**src/tas_pkg.sv**
```systemverilog
// shared constants for the temperature alarm and standby logic
// assumes an 8-bit register port driven by an external serial engine
package tas_pkg;
    // ****************************************
    // register offsets
    // ****************************************
    localparam logic [7:0] TAS_OFS_TEMP    = 8'h00;
    localparam logic [7:0] TAS_OFS_STATUS  = 8'h01;
    localparam logic [7:0] TAS_OFS_CONFIG  = 8'h02;
    localparam logic [7:0] TAS_OFS_HIGH    = 8'h03;
    localparam logic [7:0] TAS_OFS_LOW     = 8'h04;
    localparam logic [7:0] TAS_OFS_ONESHOT = 8'h0F;
    localparam logic [7:0] TAS_OFS_TRIP    = 8'h20;
    localparam logic [7:0] TAS_OFS_HYST    = 8'h21;

    // ****************************************
    // values after reset
    // ****************************************
    localparam logic [7:0] TAS_RST_TEMP    = 8'h00;
    localparam logic [7:0] TAS_RST_CONFIG  = 8'h00;
    localparam logic [7:0] TAS_RST_HIGH    = 8'h46;
    localparam logic [7:0] TAS_RST_LOW     = 8'h00;
    localparam logic [7:0] TAS_RST_TRIP    = 8'h55;
    localparam logic [7:0] TAS_RST_HYST    = 8'h0A;
    localparam logic [7:0] TAS_RST_STATUS  = 8'h00;

    // ****************************************
    // field positions
    // ****************************************
    localparam int TAS_CFG_MASK    = 7;
    localparam int TAS_CFG_STANDBY = 6;
    localparam int TAS_CFG_PIN2    = 5;
    localparam int TAS_ST_HIGH     = 0;
    localparam int TAS_ST_LOW      = 1;
    localparam int TAS_ST_TRIP     = 2;

    typedef enum logic [1:0] {
        TAS_IDLE = 2'b00,
        TAS_CONV = 2'b01
    } tas_conv_state_t;
endpackage

```
**src/tas_cmp_if.sv**
```systemverilog
// carrier between the alarm controller and a hysteresis comparator
// assumes both ends share one clock
`timescale 1ns/100ps
`default_nettype none
interface tas_cmp_if #(parameter int W = 8);
    logic signed [W-1:0] temp;
    logic signed [W-1:0] limit;
    logic        [W-1:0] hyst;
    logic                eval;
    logic                active;
    modport ctl (output temp, output limit, output hyst, output eval, input active);
    modport cmp (input temp, input limit, input hyst, input eval, output active);
endinterface
`default_nettype wire

```
**src/tas_alarm_ctl.sv**
```systemverilog
// standby, one-shot conversion control and temperature alarm outputs
// assumes a serial engine giving single-cycle register strobes and an adc handshake
// Notes on behaviour
// - config bit 6 high puts device in standby; low means continuous conversion
// - entering standby aborts running conversion, no result stored, registers stay reachable
// - one-shot register write in standby runs one conversion, then back to standby
// - data written to one-shot register is ignored; the write alone triggers
// - limit writes in standby are compared against stored temperature, may raise alarm
// - alarm output is maskable; overtemperature trip never is
// - alarm asserts above high limit or at or below low limit
// - alarm held until alert response read, condition gone and status cleared
// - trip output low while temperature above trip limit
// - trip releases itself at trip limit minus hysteresis
// - hysteresis resets to ten degrees, one degree per step, writable
// - multipurpose pin selectable as alarm or as second trip output
// - second trip asserts above high limit, unmaskable, releases like primary trip
// - second trip uses the same hysteresis as primary trip
// - alert response read answered with own address, then alarm may release
`timescale 1ns/100ps
`default_nettype none
module tas_alarm_ctl #(
    parameter int TEMP_W = 8
) (
    input  wire logic              clk_sys,
    input  wire logic              rst_n,
    input  wire logic              reg_wr_en,
    input  wire logic              reg_rd_en,
    input  wire logic [7:0]        reg_addr,
    input  wire logic [7:0]        reg_wdata,
    output var  logic [7:0]        reg_rdata,
    input  wire logic              ara_done,
    output logic                   ara_respond,
    output logic                   conv_start,
    output logic                   conv_abort,
    output logic                   adc_enable,
    input  wire logic              conv_done,
    input  wire logic [TEMP_W-1:0] conv_data,
    output logic                   overtemp_trip_n_o,
    output logic                   overtemp_trip_n_oe,
    output logic                   alarm_pin_o,
    output var  logic              alarm_pin_oe
);
    if (TEMP_W != 8)
        $error("TEMP_W must be 8 to match the byte-wide registers");

    // ****************************************
    // registers
    // ****************************************
    logic [7:0] temp;
    logic [7:0] config_r;
    logic [7:0] high_lim;
    logic [7:0] low_lim;
    logic [7:0] trip_lim;
    logic [7:0] hyst;
    logic [7:0] status;
    logic       wr_lim;
    logic       wr_cfg;
    logic       oneshot_wr;
    logic       status_rd;
    logic       standby;
    logic       conv_accept;

    assign wr_lim     = reg_wr_en && (reg_addr == tas_pkg::TAS_OFS_HIGH
                        || reg_addr == tas_pkg::TAS_OFS_LOW || reg_addr == tas_pkg::TAS_OFS_TRIP);
    assign wr_cfg     = reg_wr_en && reg_addr == tas_pkg::TAS_OFS_CONFIG;
    assign oneshot_wr = reg_wr_en && reg_addr == tas_pkg::TAS_OFS_ONESHOT;
    assign status_rd  = reg_rd_en && reg_addr == tas_pkg::TAS_OFS_STATUS;
    assign standby    = config_r[tas_pkg::TAS_CFG_STANDBY];

    always_ff @(posedge clk_sys)
    begin
        if (!rst_n)
        begin
            config_r <= tas_pkg::TAS_RST_CONFIG;
            high_lim <= tas_pkg::TAS_RST_HIGH;
            low_lim  <= tas_pkg::TAS_RST_LOW;
            trip_lim <= tas_pkg::TAS_RST_TRIP;
            hyst     <= tas_pkg::TAS_RST_HYST;
        end
        else if (reg_wr_en)
        begin
            if (reg_addr == tas_pkg::TAS_OFS_CONFIG)
                config_r <= reg_wdata;
            else if (reg_addr == tas_pkg::TAS_OFS_HIGH)
                high_lim <= reg_wdata;
            else if (reg_addr == tas_pkg::TAS_OFS_LOW)
                low_lim <= reg_wdata;
            else if (reg_addr == tas_pkg::TAS_OFS_TRIP)
                trip_lim <= reg_wdata;
            else if (reg_addr == tas_pkg::TAS_OFS_HYST)
                hyst <= reg_wdata;
        end
    end

    // one-shot reads back as zero; its data never lands anywhere
    always_ff @(posedge clk_sys)
    begin
        if (!rst_n)
            reg_rdata <= 8'h00;
        else if (reg_rd_en)
        begin
            if (reg_addr == tas_pkg::TAS_OFS_TEMP)
                reg_rdata <= temp;
            else if (reg_addr == tas_pkg::TAS_OFS_STATUS)
                reg_rdata <= status;
            else if (reg_addr == tas_pkg::TAS_OFS_CONFIG)
                reg_rdata <= config_r;
            else if (reg_addr == tas_pkg::TAS_OFS_HIGH)
                reg_rdata <= high_lim;
            else if (reg_addr == tas_pkg::TAS_OFS_LOW)
                reg_rdata <= low_lim;
            else if (reg_addr == tas_pkg::TAS_OFS_TRIP)
                reg_rdata <= trip_lim;
            else if (reg_addr == tas_pkg::TAS_OFS_HYST)
                reg_rdata <= hyst;
            else
                reg_rdata <= 8'h00;
        end
    end

    // ****************************************
    // conversion control
    // ****************************************
    tas_pkg::tas_conv_state_t state;
    logic                     oneshot;

    assign conv_start  = state == tas_pkg::TAS_IDLE && (!standby || oneshot_wr);
    assign conv_abort  = state == tas_pkg::TAS_CONV && standby && !oneshot;
    assign conv_accept = state == tas_pkg::TAS_CONV && conv_done && !conv_abort;
    // a one-shot start must lift the inhibit in its own cycle, else the adc ignores it
    assign adc_enable  = !standby || state == tas_pkg::TAS_CONV || conv_start;

    always_ff @(posedge clk_sys)
    begin
        if (!rst_n)
        begin
            state   <= tas_pkg::TAS_IDLE;
            oneshot <= 1'b0;
        end
        else
        begin
            case (state)
                tas_pkg::TAS_IDLE:
                begin
                    if (conv_start)
                    begin
                        state   <= tas_pkg::TAS_CONV;
                        oneshot <= standby;
                    end
                end
                tas_pkg::TAS_CONV:
                begin
                    if (conv_done || conv_abort)
                    begin
                        state   <= tas_pkg::TAS_IDLE;
                        oneshot <= 1'b0;
                    end
                end
                default:
                    state <= tas_pkg::TAS_IDLE;
            endcase
        end
    end

    always_ff @(posedge clk_sys)
    begin
        if (!rst_n)
            temp <= tas_pkg::TAS_RST_TEMP;
        else if (conv_accept)
            temp <= conv_data;
    end

    // ****************************************
    // limit evaluation and alarm
    // ****************************************
    logic eval_q;
    logic hi_now;
    logic lo_now;
    logic trip_now;
    logic out_cond;
    logic alarm;

    // compare one cycle after the update so the new values are in place
    always_ff @(posedge clk_sys)
    begin
        if (!rst_n)
            eval_q <= 1'b0;
        else
            eval_q <= conv_accept || wr_lim;
    end

    assign hi_now   = $signed(temp) > $signed(high_lim);
    assign lo_now   = $signed(temp) <= $signed(low_lim);
    assign trip_now = $signed(temp) > $signed(trip_lim);

    always_ff @(posedge clk_sys)
    begin
        if (!rst_n)
            out_cond <= 1'b0;
        else if (eval_q)
            out_cond <= hi_now || lo_now;
    end

    // a new event on the read cycle survives the clear
    always_ff @(posedge clk_sys)
    begin
        if (!rst_n)
            status <= tas_pkg::TAS_RST_STATUS;
        else
        begin
            for (int i = 0; i < 8; i++)
            begin
                if (eval_q && ((i == tas_pkg::TAS_ST_HIGH && hi_now)
                    || (i == tas_pkg::TAS_ST_LOW && lo_now)
                    || (i == tas_pkg::TAS_ST_TRIP && trip_now)))
                    status[i] <= 1'b1;
                else if (status_rd)
                    status[i] <= 1'b0;
            end
        end
    end

    always_ff @(posedge clk_sys)
    begin
        if (!rst_n)
            alarm <= 1'b0;
        else if (eval_q && (hi_now || lo_now))
            alarm <= 1'b1;
        else if (ara_done && !out_cond && !status[tas_pkg::TAS_ST_HIGH]
                 && !status[tas_pkg::TAS_ST_LOW])
            alarm <= 1'b0;
    end

    // ****************************************
    // trip comparators and pins
    // ****************************************
    tas_cmp_if #(.W(TEMP_W)) pri_if ();
    tas_cmp_if #(.W(TEMP_W)) sec_if ();

    assign pri_if.temp  = temp;
    assign pri_if.limit = trip_lim;
    assign pri_if.hyst  = hyst;
    assign pri_if.eval  = eval_q;
    assign sec_if.temp  = temp;
    assign sec_if.limit = high_lim;
    assign sec_if.hyst  = hyst;
    assign sec_if.eval  = eval_q;

    tas_hyst_cmp #(.W(TEMP_W)) u_pri_cmp (
        .clk_sys (clk_sys),
        .rst_n   (rst_n),
        .cmp     (pri_if)
    );
    tas_hyst_cmp #(.W(TEMP_W)) u_sec_cmp (
        .clk_sys (clk_sys),
        .rst_n   (rst_n),
        .cmp     (sec_if)
    );

    // open drain: data low, enable means pulling the wire down
    assign overtemp_trip_n_o  = 1'b0;
    assign overtemp_trip_n_oe = pri_if.active;
    assign alarm_pin_o        = 1'b0;

    always_ff @(posedge clk_sys)
    begin
        if (!rst_n)
            alarm_pin_oe <= 1'b0;
        else if (config_r[tas_pkg::TAS_CFG_PIN2])
            alarm_pin_oe <= sec_if.active;
        else
            alarm_pin_oe <= alarm && !config_r[tas_pkg::TAS_CFG_MASK];
    end

    // masked or repurposed pin gives no alert to answer for
    assign ara_respond = alarm_pin_oe && !config_r[tas_pkg::TAS_CFG_PIN2];
endmodule // tas_alarm_ctl
`default_nettype wire

```
**src/tas_hyst_cmp.sv**
```systemverilog
// trip comparator with release hysteresis, evaluated on eval strobes
// assumes limit and hyst are stable registers of the controller
`timescale 1ns/100ps
`default_nettype none
module tas_hyst_cmp #(
    parameter int W = 8
) (
    input  wire logic clk_sys,
    input  wire logic rst_n,
    tas_cmp_if.cmp    cmp
);
    // ****************************************
    // comparator
    // ****************************************
    logic signed [W+1:0] temp_x;
    logic signed [W+1:0] rel_lvl;

    // two guard bits so limit minus hyst cannot wrap
    assign temp_x  = {{2{cmp.temp[W-1]}}, cmp.temp};
    assign rel_lvl = $signed({{2{cmp.limit[W-1]}}, cmp.limit}) - $signed({2'b00, cmp.hyst});

    always_ff @(posedge clk_sys)
    begin
        if (!rst_n)
            cmp.active <= 1'b0;
        else if (cmp.eval)
        begin
            if (cmp.temp > cmp.limit)
                cmp.active <= 1'b1;
            else if (temp_x <= rel_lvl)
                cmp.active <= 1'b0;
        end
    end
endmodule // tas_hyst_cmp
`default_nettype wire

```
**config.mk**
```make
export PLATFORM = sky130hd
export DESIGN_NAME = tas_alarm_ctl
export DESIGN_NICKNAME = d
export VERILOG_FILES = /design/src/tas_pkg.sv /design/src/tas_cmp_if.sv /design/src/tas_alarm_ctl.sv /design/src/tas_hyst_cmp.sv
export SDC_FILE = /design/constraint.sdc
export NUM_CORES = 1
export LEC_CHECK = 0
export ABC_AREA = 1
export BUFFER_PORTS_ARGS = -buffer_cell sky130_fd_sc_hd__buf_4
export CAP_MARGIN = 20
export CORE_ASPECT_RATIO = 0.6
export CORE_UTILIZATION = 59
export CTS_BUF_LIST = sky130_fd_sc_hd__clkbuf_16
export CTS_CLUSTER_DIAMETER = 60
export DETAILED_ROUTE_END_ITERATION = 12
export PLACE_DENSITY = 0.87
export SYNTH_ARGS = -nofsm -noshare
export SYNTH_HDL_FRONTEND = slang
export SYNTH_HIERARCHICAL = 1
export SYNTH_SLANG_ARGS = --single-unit
```
**constraint.sdc**
```tcl
create_clock -name clk_sys -period 5.35 [get_ports clk_sys]
set_input_delay 1.605 -clock clk_sys [delete_from_list [all_inputs] [get_ports clk_sys]]
set_output_delay 1.605 -clock clk_sys [all_outputs]
set_load 0.02 [all_outputs]
```
; After elaboration in Yosys (flattened, before gate mapping)
; Index checks and enable logic that the tools add are counted.
[word_totals]
register_bits = 68
word_cells = 114
[classes]
addsub = 2
n_lt_le_gt_ge = 5
eq_ne = 10
mux = 24
n_bitwise = 4
n_reduce_logical = 51
[op_table]
columns = operator, count
row1 = 2-to-1 mux 8 bit, 7
row2 = less-or-equal comparator 8 x 10 -> 1 bit, 2
row3 = subtractor 8 x 9 -> 10 bit, 2
row4 = logical AND 1 bit, 17
row5 = "equality test 8 x 2 -> 1 bit, second input constant", 2
row6 = "equality test 8 x 6 -> 1 bit, second input constant", 2
row7 = > comparator 8 bit, 2
row8 = nonzero test 2 bit, 7
row9 = 2-to-1 mux 1 bit, 13
row10 = "equality test 8 x 1 -> 1 bit, second input constant", 1
row11 = "equality test 8 x 3 -> 1 bit, second input constant", 1
row12 = "equality test 8 x 4 -> 1 bit, second input constant", 1
row13 = less-or-equal comparator 8 bit, 1
row14 = zero test 1 bit, 8
row15 = zero test 8 bit, 1
row16 = logical OR 1 bit, 8
row17 = AND reduction 2 bit, 4
row18 = AND reduction 3 bit, 2
row19 = AND reduction 6 bit, 1
row20 = AND reduction 5 bit, 1
row21 = 2-to-1 mux 2 bit, 2
row22 = inverter 1 bit, 4
row23 = one-hot mux 2 bit (2 select lines), 1
row24 = AND reduction 4 bit, 1
row25 = other kinds (5), 5

; Longest topological paths before layout
; Gate-level depths: netlist (run 1).
[depth]
ltp_word = 8
depth_mapped = 20

; Hierarchy
; Netlist (run 1), hierarchy kept.
[modules_own_cells]
columns = mod, n_inst, cells_per_inst, area_each_um2
row1 = tas_alarm_ctl, 1, 504, 3543.4
row2 = tas_hyst_cmp (u_pri_cmp), 1, 146, 932.1
row3 = tas_hyst_cmp (u_sec_cmp), 1, 141, 927.1

; Worst setup path before layout (run 1)
; OpenSTA, ideal clock, no wires.
[synth_timing]
path_kind = in2out
startpoint = in reg_wr_en
endpoint = out conv_start
t_arrival_ns = 2.351
path_slack_ns = 1.394
path_stages = 6
cell_sequence = inv_1 nor4_1 nand2_1 nand2_1 nand2_1 inv_1
[synth_via]
elab_chain_len = 3
[synth_lines]
columns = item, line
row1 = start: declaration, tas_alarm_ctl.sv:26  ; input wire logic reg_wr_en,
row2 = logical AND 1 bit, tas_alarm_ctl.sv:66  ; assign oneshot_wr = reg_wr_en && reg_addr == tas_pkg::TAS_OFS_ONESHOT;
row3 = logical OR 1 bit, tas_alarm_ctl.sv:127  ; assign conv_start = state == tas_pkg::TAS_IDLE && (!standby || oneshot_wr);
row4 = logical AND 1 bit, tas_alarm_ctl.sv:127
row5 = end: declaration, tas_alarm_ctl.sv:33  ; output logic conv_start,
; No other way between the ends.

; Worst setup path after layout (run 1)
; Same ends and word-level chain as after synthesis.

==> results.ini, run 1 <==
[floorplanning]
floorplan.die.width_um = 126
floorplan.core_area_mm2 = 0.00869
dieArea_mm2 = 0.00956
io_pins = 46
floorplan.initialDensity_pct = 62.2
placement_rows = 26
dieHeight_um = 76.1

[critical_path]
cp-end-kind = primary output
r2r-start = high_lim[0]
critical_path.startpoint_type = input port
rr_endpoint = u_sec_cmp/cmp.active
crit_fanout = 4
criticalPathCategory = in2out
cp_data_arrival_time_ns = 2.74
timing.reg2reg.setup_slack_ns = 2.19
critical_path_rt_ns = 3.74
r2r.worst_path.cells = 17

[global_route]
grt_antenna_before_repair = 0
gr-usage-all-layers_pct = 35.0
grt_pass1_vias = 5157
maximum_number_of_pins_on_one_net_before_global_route_repair = 52
grt_first_pass_wirelength_um = 25800
grt.overflow.total = 0

[clock_network]
tritoncts_clock_tree = yes
ctsRootBufferMaster = clkbuf_16
cts.clk_slew.worst_paths_ns = 0.06
cts.repair.resized = 0
cts_sinks = 67
postCtsSetupRepairBufs = 0
worst_skew_pair.late_latency_ns = 0.33
holdBufCountCts = 0
tritoncts.num_buffers = 9
clk_path_buf_depth = 2
ctsHtreeMaxLevel = 3

[placement]
dpl.cell_count = 933
gp_congestion = 0.950
io_buffers = 43
hpwlAfterDp_um = 12300

[outcome]
failed_checks = DRC
outcome = complete, but fails checks

[sta]
min_period_over_period_pct = 81.2
report.final.slew_viol_count = 0
finalHoldViolations = 0
setup_violations = 0
setup_tns_ns = 0
worst_slew_pin_slew_ns = 0.792
timing.max_slew.rel_slack_pct = 47.2
fmax_mhz = 230
unrepaired_setup_endpoints_after_global_routing = false
fin_crit_ns = 4.34
worst_clock_skew_ns = 0.00592

[route]
detail-route-antenna-nets = 0
length_of_the_first_detailed_routing_pass_in_iterations = 9
drt-initial-drc-count = 533
detail_route.wl_per_cell_um = 17.3
routed-via-count = 5508
drc = 2
drt_wl_total_um = 16400
avgViaCountPerCell = 5.80

[final_layout]
nets = 942
area_growth_syn_to_layout_pct = 12.7
final_cell_count_no_fill = 949
post_route_cells_drive_above_1_share_pct = 12.4
insertedDiodeCount = 0

[logic_synthesis]
synth-xor-area-share_pct = 2.27
postSynth.topFlopCell = dfxtp_1
synth-compound-area-share_pct = 17.7
dominant_combinational_cell_family_by_area_after_synthesis = simple AND/OR/NAND/NOR gates
synthMuxAreaShare_pct = 0
post_synth_instance_area_mm2 = 0.00540
ys_ff_latch = 67
arithmetic_cell_share_of_the_synthesized_area_counting_full_adders_half_adders_and_majority_gates_pct = 18.8
synth_cell_type_count = 43
synth-simple-area-share_pct = 24.9
average_instance_area_after_synthesis_um2 = 6.83
syn-instance-count = 791
synth_async_sr_flop_share_pct = 0
synth_warnings = 6
synth-edff-count = 0
synth-seq-area-share_pct = 24.8

[min_path]
worst_hold_startpoint = reg_rdata[0]
cell_count_of_the_worst_hold_path = 2
timing.hold.worst.class = reg2reg
holdPathEnd = reg_rdata[0]

[power_and_ir_drop]
power_density_mw_per_mm2 = 219
power.static_leakage_nw = 3.12
irDropWorstVdd_v = 0.000204

[run]
cap_viol_max_count = 0

==> final cells by class <==
type | instances | area [um^2]
tap | 112 | 140
timing repair buffer | 43 | 323
multi-input combinational | 568 | 3450
sequential | 67 | 1340
clock inverter | 7 | 68.8
fill | 727 | 2600
inverter | 143 | 542
clock buffer | 9 | 225
==> state kept, by name, indices dropped and copies added, names as in the netlist, 3 cells and up <==
name          count
config_r          8
high_lim          8
hyst              8
low_lim           8
pri_if.limit      8
pri_if.temp       8
reg_rdata         8
status            3
==> layout by cell type, fill, tap and decap left out, drive strengths merged <==
cell type	n
nand4	15
xor2	12
dfxtp	67
nor3	2
clkinvlp	1
nand3	38
o2111ai	2
clkinv	6
o31ai	2
o22ai	1
a31oi	4
a21o	2
o21a	1
ha	78
conb	2
inv	142
nor4	1
o311ai	1
o211ai	1
or2	4
xnor2	2
nor2	68
nand2	165
a21oi	91
bufinv	1
o21ai	70
fa	2
nand3b	4
buf	43
clkbuf	9
==> cell families (layout without fill, tap and decap cells) <==
family | Yosys count | in the layout
DFF | 67 | 67
and+or+nand+nor | 297 | 297
buffers and inverters | 157 | 202
AOI/OAI and AO/OA | 175 | 175
adders and majority gates | 80 | 80
other | 1 | 2
xor gates and xnor gates | 14 | 14
==> worst max path at each step <==
| stage | cells past startpoint | from | endpoint |
|---|---|---|---|
| CTS | 8 | reg_wr_en | conv_start |
| global placement | 8 | reg_wr_en | conv_start |
| global route | 8 | reg_wr_en | conv_start |
| detailed placement | 8 | reg_wr_en | conv_start |
| finish | 8 | reg_wr_en | conv_start |
| floorplan | 6 | reg_wr_en | conv_start |
==> synthesized netlist by cell type (all sizes together), types with 4 or more instances <==
cell type | count | area share (%)
nor2 | 68 | 5.7
a21oi | 91 | 8.8
nand3 | 38 | 3.8
ha | 78 | 18
nand3b | 4 | 0.56
nand4 | 15 | 2.0
buf | 7 | 0.90
xor2 | 12 | 1.9
inv | 142 | 10
nand2 | 165 | 12
or2 | 4 | 0.46
clkbuf | 7 | 0.49
a31oi | 4 | 0.46
dfxtp | 67 | 25
o21ai | 70 | 6.9
==> worst max-delay path, cell delays in order <==
cell     delay [ns]
buf_4          0.09
inv_1          0.11
nor4_1         0.41
nand2_1        0.16
nand2_1        0.09
nand2_1        0.08
inv_1          0.06
buf_4          0.13
==> power breakdown <==
| part | switching [W] | leakage (nW) | internal (W) |
|---|---|---|---|
| Combinational | 0.000129 | 2.43 | 0.0000815 |
| Sequential | 0.0000265 | 0.543 | 0.000510 |
| Clock | 0.000228 | 0.143 | 0.000359 |
| Total | 0.000383 | 3.12 | 0.000950 |
==> through the flow <==
step / setup slack (ns) / utilization [%] / hold slack, ns / cell area [um^2] / power, W
2_1_floorplan: 1.39 / - / 0.442 / 5410 / 0.000672
3_3_place_gp: 1.10 / 66.7 / 0.449 / 5790 / 0.000736
3_5_place_dp: 1.02 / 66.7 / 0.459 / 5790 / 0.000750
4_1_cts: 1.03 / 70.1 / 0.467 / 6090 / 0.00133
5_1_grt: 0.848 / 70.1 / 0.488 / 6090 / 0.00138
6_report: 1.01 / 70.1 / 0.463 / 6090 / 0.00133
==> metal layers <==
layer	share of wire (%)	vias up	track usage (%)	wire, um
met2	45	268	57.2	7340
li1	-	2666	-	-
met4	2.8	0	12.8	459
met5	0	-	0	0
met3	8.7	43	5.13	1430
met1	44	2531	46.8	7210
No activity file was read; power rests on OpenSTA's default activity.
==> run 2: changes to the inputs <==
clock period = 4.3 ns   (was 5.35 ns; I/O delays follow)
==> run 2 against run 1 <==
  * Sequential power rose by 25%
  * Clock power rose by 35%
  * Non-clock buffer count rose by 1
  * Via count fell by 0.71%
  * Clock skew rose by 0.0011 ns
  * Critical path depth did not move
  * Combinational power rose by 24%
  * Design area rose by 0.49%
  * The run still ends with DRC left
==> results.ini, run 2 (synthesized netlist as in run 1, its figures left out) <==
[final_layout]
seq_area_mm2 = 0.00134  ; unchanged
insertedDiodeCount = 0  ; unchanged
layout.filler_cells = 715  ; was 727
post_route_cells_drive_above_1_share_pct = 12.5  ; was 12.4%
nets = 943  ; was 942
final_util_pct = 70.4  ; was 70.1%
multiInputGateArea_mm2 = 0.00345  ; unchanged
layout.cells.most_common_list = nand2_1 (159), inv_1 (132), a21oi_1 (86)  ; unchanged
area_growth_syn_to_layout_pct = 13.2  ; was 12.7%
mostFrequentLayoutCell = nand2_1  ; unchanged

[route]
detail_route.wl_per_cell_um = 17.3  ; about the same
drc = 2  ; unchanged
avgViaCountPerCell = 5.76  ; was 5.80
drt_wl_total_um = 16400  ; about the same
drt-initial-drc-count = 667  ; was 533
detail-route-antenna-nets = 0  ; unchanged
routed-via-count = 5469  ; was 5508
length_of_the_first_detailed_routing_pass_in_iterations = 9  ; unchanged

[global_route]
grt_first_pass_wirelength_um = 26800  ; was 25800 um
grt.overflow.total = 0  ; unchanged
grt_pass1_vias = 5522  ; was 5157
gr-usage-all-layers_pct = 35.9  ; was 35.0%
maximum_number_of_pins_on_one_net_before_global_route_repair = 52  ; unchanged
grt_antenna_before_repair = 0  ; unchanged

[power_and_ir_drop]
power_density_mw_per_mm2 = 281  ; was 219 mW/mm^2
total_switching_power_w = 0.000479  ; was 0.000383 W
p_sw_share_pct = 27.8  ; was 28.7%
comb_power_share_pct = 15.1  ; was 15.8%
irDropWorstVdd_v = 0.000280  ; was 0.000204 V
power.static_leakage_nw = 3.12  ; about the same
internal-power_w = 0.00124  ; was 0.000950 W
seq_power_share_pct = 38.9  ; was 40.3%
design_power_total_w = 0.00172  ; was 0.00133 W
clock_power_share_pct = 46.0  ; was 44.0%

[run]
cap_viol_max_count = 0  ; unchanged

[min_path]
worst_hold_startpoint = reg_rdata[1]  ; was reg_rdata[0]
timing.hold.worst.class = reg2reg  ; unchanged
holdPathEnd = reg_rdata[1]  ; was reg_rdata[0]
cell_count_of_the_worst_hold_path = 2  ; unchanged

[sta]
finalHoldViolations = 0  ; unchanged
worst_clock_skew_ns = 0.00699  ; was 0.00592 ns
report.final.slew_viol_count = 0  ; unchanged
timing.max_slew.rel_slack_pct = 44.5  ; was 47.2%
fmax_mhz = 264
setup_violations = 0  ; unchanged
timing.final.ws_setup_ns = 0.516  ; was 1.01 ns
worst_slew_pin_slew_ns = 0.832  ; was 0.792 ns
setup_tns_ns = 0  ; unchanged
min_period_over_period_pct = 88.0
worst_hold_margin_ns = 0.466  ; was 0.463 ns
unrepaired_setup_endpoints_after_global_routing = false  ; unchanged
fin_crit_ns = 3.78

[clock_network]
cts.clk_slew.worst_paths_ns = 0.06  ; about the same
holdBufCountCts = 0  ; unchanged
clk_path_buf_depth = 2  ; unchanged
tritoncts_clock_tree = yes  ; unchanged
cts_sinks = 67  ; unchanged
postCtsSetupRepairBufs = 0  ; unchanged
ctsRootBufferMaster = clkbuf_16  ; unchanged
tritoncts.num_buffers = 9  ; unchanged
worst_skew_pair.late_latency_ns = 0.34  ; was 0.33 ns
ctsHtreeMaxLevel = 3  ; unchanged
cts.repair.resized = 0  ; unchanged

[critical_path]
critPathMostFrequentCell = nand2_1  ; unchanged
crit_fanout = 4  ; unchanged
critPathMaxStageDelay_ns = 0.47  ; was 0.41 ns
cp-end-kind = primary output  ; unchanged
criticalPathCategory = in2out  ; unchanged
r2r-start = high_lim[0]  ; unchanged
rr_endpoint = u_sec_cmp/cmp.active  ; unchanged
cp_data_arrival_time_ns = 2.49  ; was 2.74 ns
critical_path_rt_ns = 3.01  ; was 3.74 ns
critical_path.startpoint_type = input port  ; unchanged
timing.reg2reg.setup_slack_ns = 1.13  ; was 2.19 ns
r2r.worst_path.cells = 17  ; unchanged
critical_path_cell_by_cell = buf_4 > inv_1 > nor4_1 > nand2_1 > nand2_1 > nand2_1 > inv_1 > buf_4  ; unchanged
cpMaxStageDelayCell = nor4_1  ; unchanged

[placement]
hpwlAfterDp_um = 12200  ; was 12300 um
gp_congestion = 0.954  ; was 0.950
place_worst_setup_slack_ns = 0.524  ; was 1.02 ns
io_buffers = 43  ; unchanged

[floorplanning]
floorplan.die.width_um = 126  ; unchanged
io_pins = 46  ; unchanged
dieHeight_um = 76.1  ; unchanged
floorplan.initialDensity_pct = 62.2  ; unchanged
floorplan.core_area_mm2 = 0.00869  ; unchanged
placement_rows = 26  ; unchanged
dieArea_mm2 = 0.00956  ; unchanged

[outcome]
failed_checks = DRC  ; unchanged
outcome = complete, but fails checks  ; unchanged

[run 2: changes by cell type in the layout (fill, tap and decap cells not counted), sizes merged]
cell	previous run	this run
clkinv	6	2
clkinvlp	1	3
bufinv	1	2
buf	43	44
[run 2: cell type report]
type | instances | share of cell area (%)
inverters | 143 | 8.85
well taps | 112 | 2.29
multi-input cells | 568 | 56.4
repair buffers | 44 | 5.40
clock buffers | 9 | 3.68
clock inverters | 6 | 1.49
flip-flops and latches | 67 | 21.9
[run 2: how the worst max path moves through the flow]
stage,start,to,slack [ns],cells after the start
after floorplan,reg_wr_en,conv_start,0.97,6
after global placement,reg_wr_en,conv_start,0.66,8
after detailed placement,reg_wr_en,conv_start,0.52,8
after CTS,reg_wr_en,conv_start,0.52,8
after global routing,reg_wr_en,conv_start,0.36,8
final,reg_wr_en,conv_start,0.52,8
[run 2: critical path: cells and delay by family]
kind	cells	cell delay [ns]
and+or+nand+nor	4	0.80
buffers and inverters	4	0.41
[run 2: metal layers]
metal / vias up / share of wire [%] / track usage [%]
met1: 2447 / 44 / 46.2
met4: 0 / 2.9 / 14.4
met2: 305 / 43 / 57.4
li1: 2659 / - / -
met3: 58 / 10 / 9.20
met5: - / 0 / 0
[run 2: metrics by stage]
stage	instances	area (um^2)
after floorplan	792	5410
after global placement	934	5800
after detailed placement	934	5800
after CTS	949	6120
after global routing	949	6120
final	949	6120
[run 2: power groups by stage]
stage	sequential (W)	combinational (W)	clock, W
floorplan	0.000667	0.000169	0
global placement	0.000679	0.000238	0
detailed placement	0.000679	0.000252	0
CTS	0.000666	0.000255	0.000790
global route	0.000668	0.000296	0.000817
finish	0.000669	0.000260	0.000790
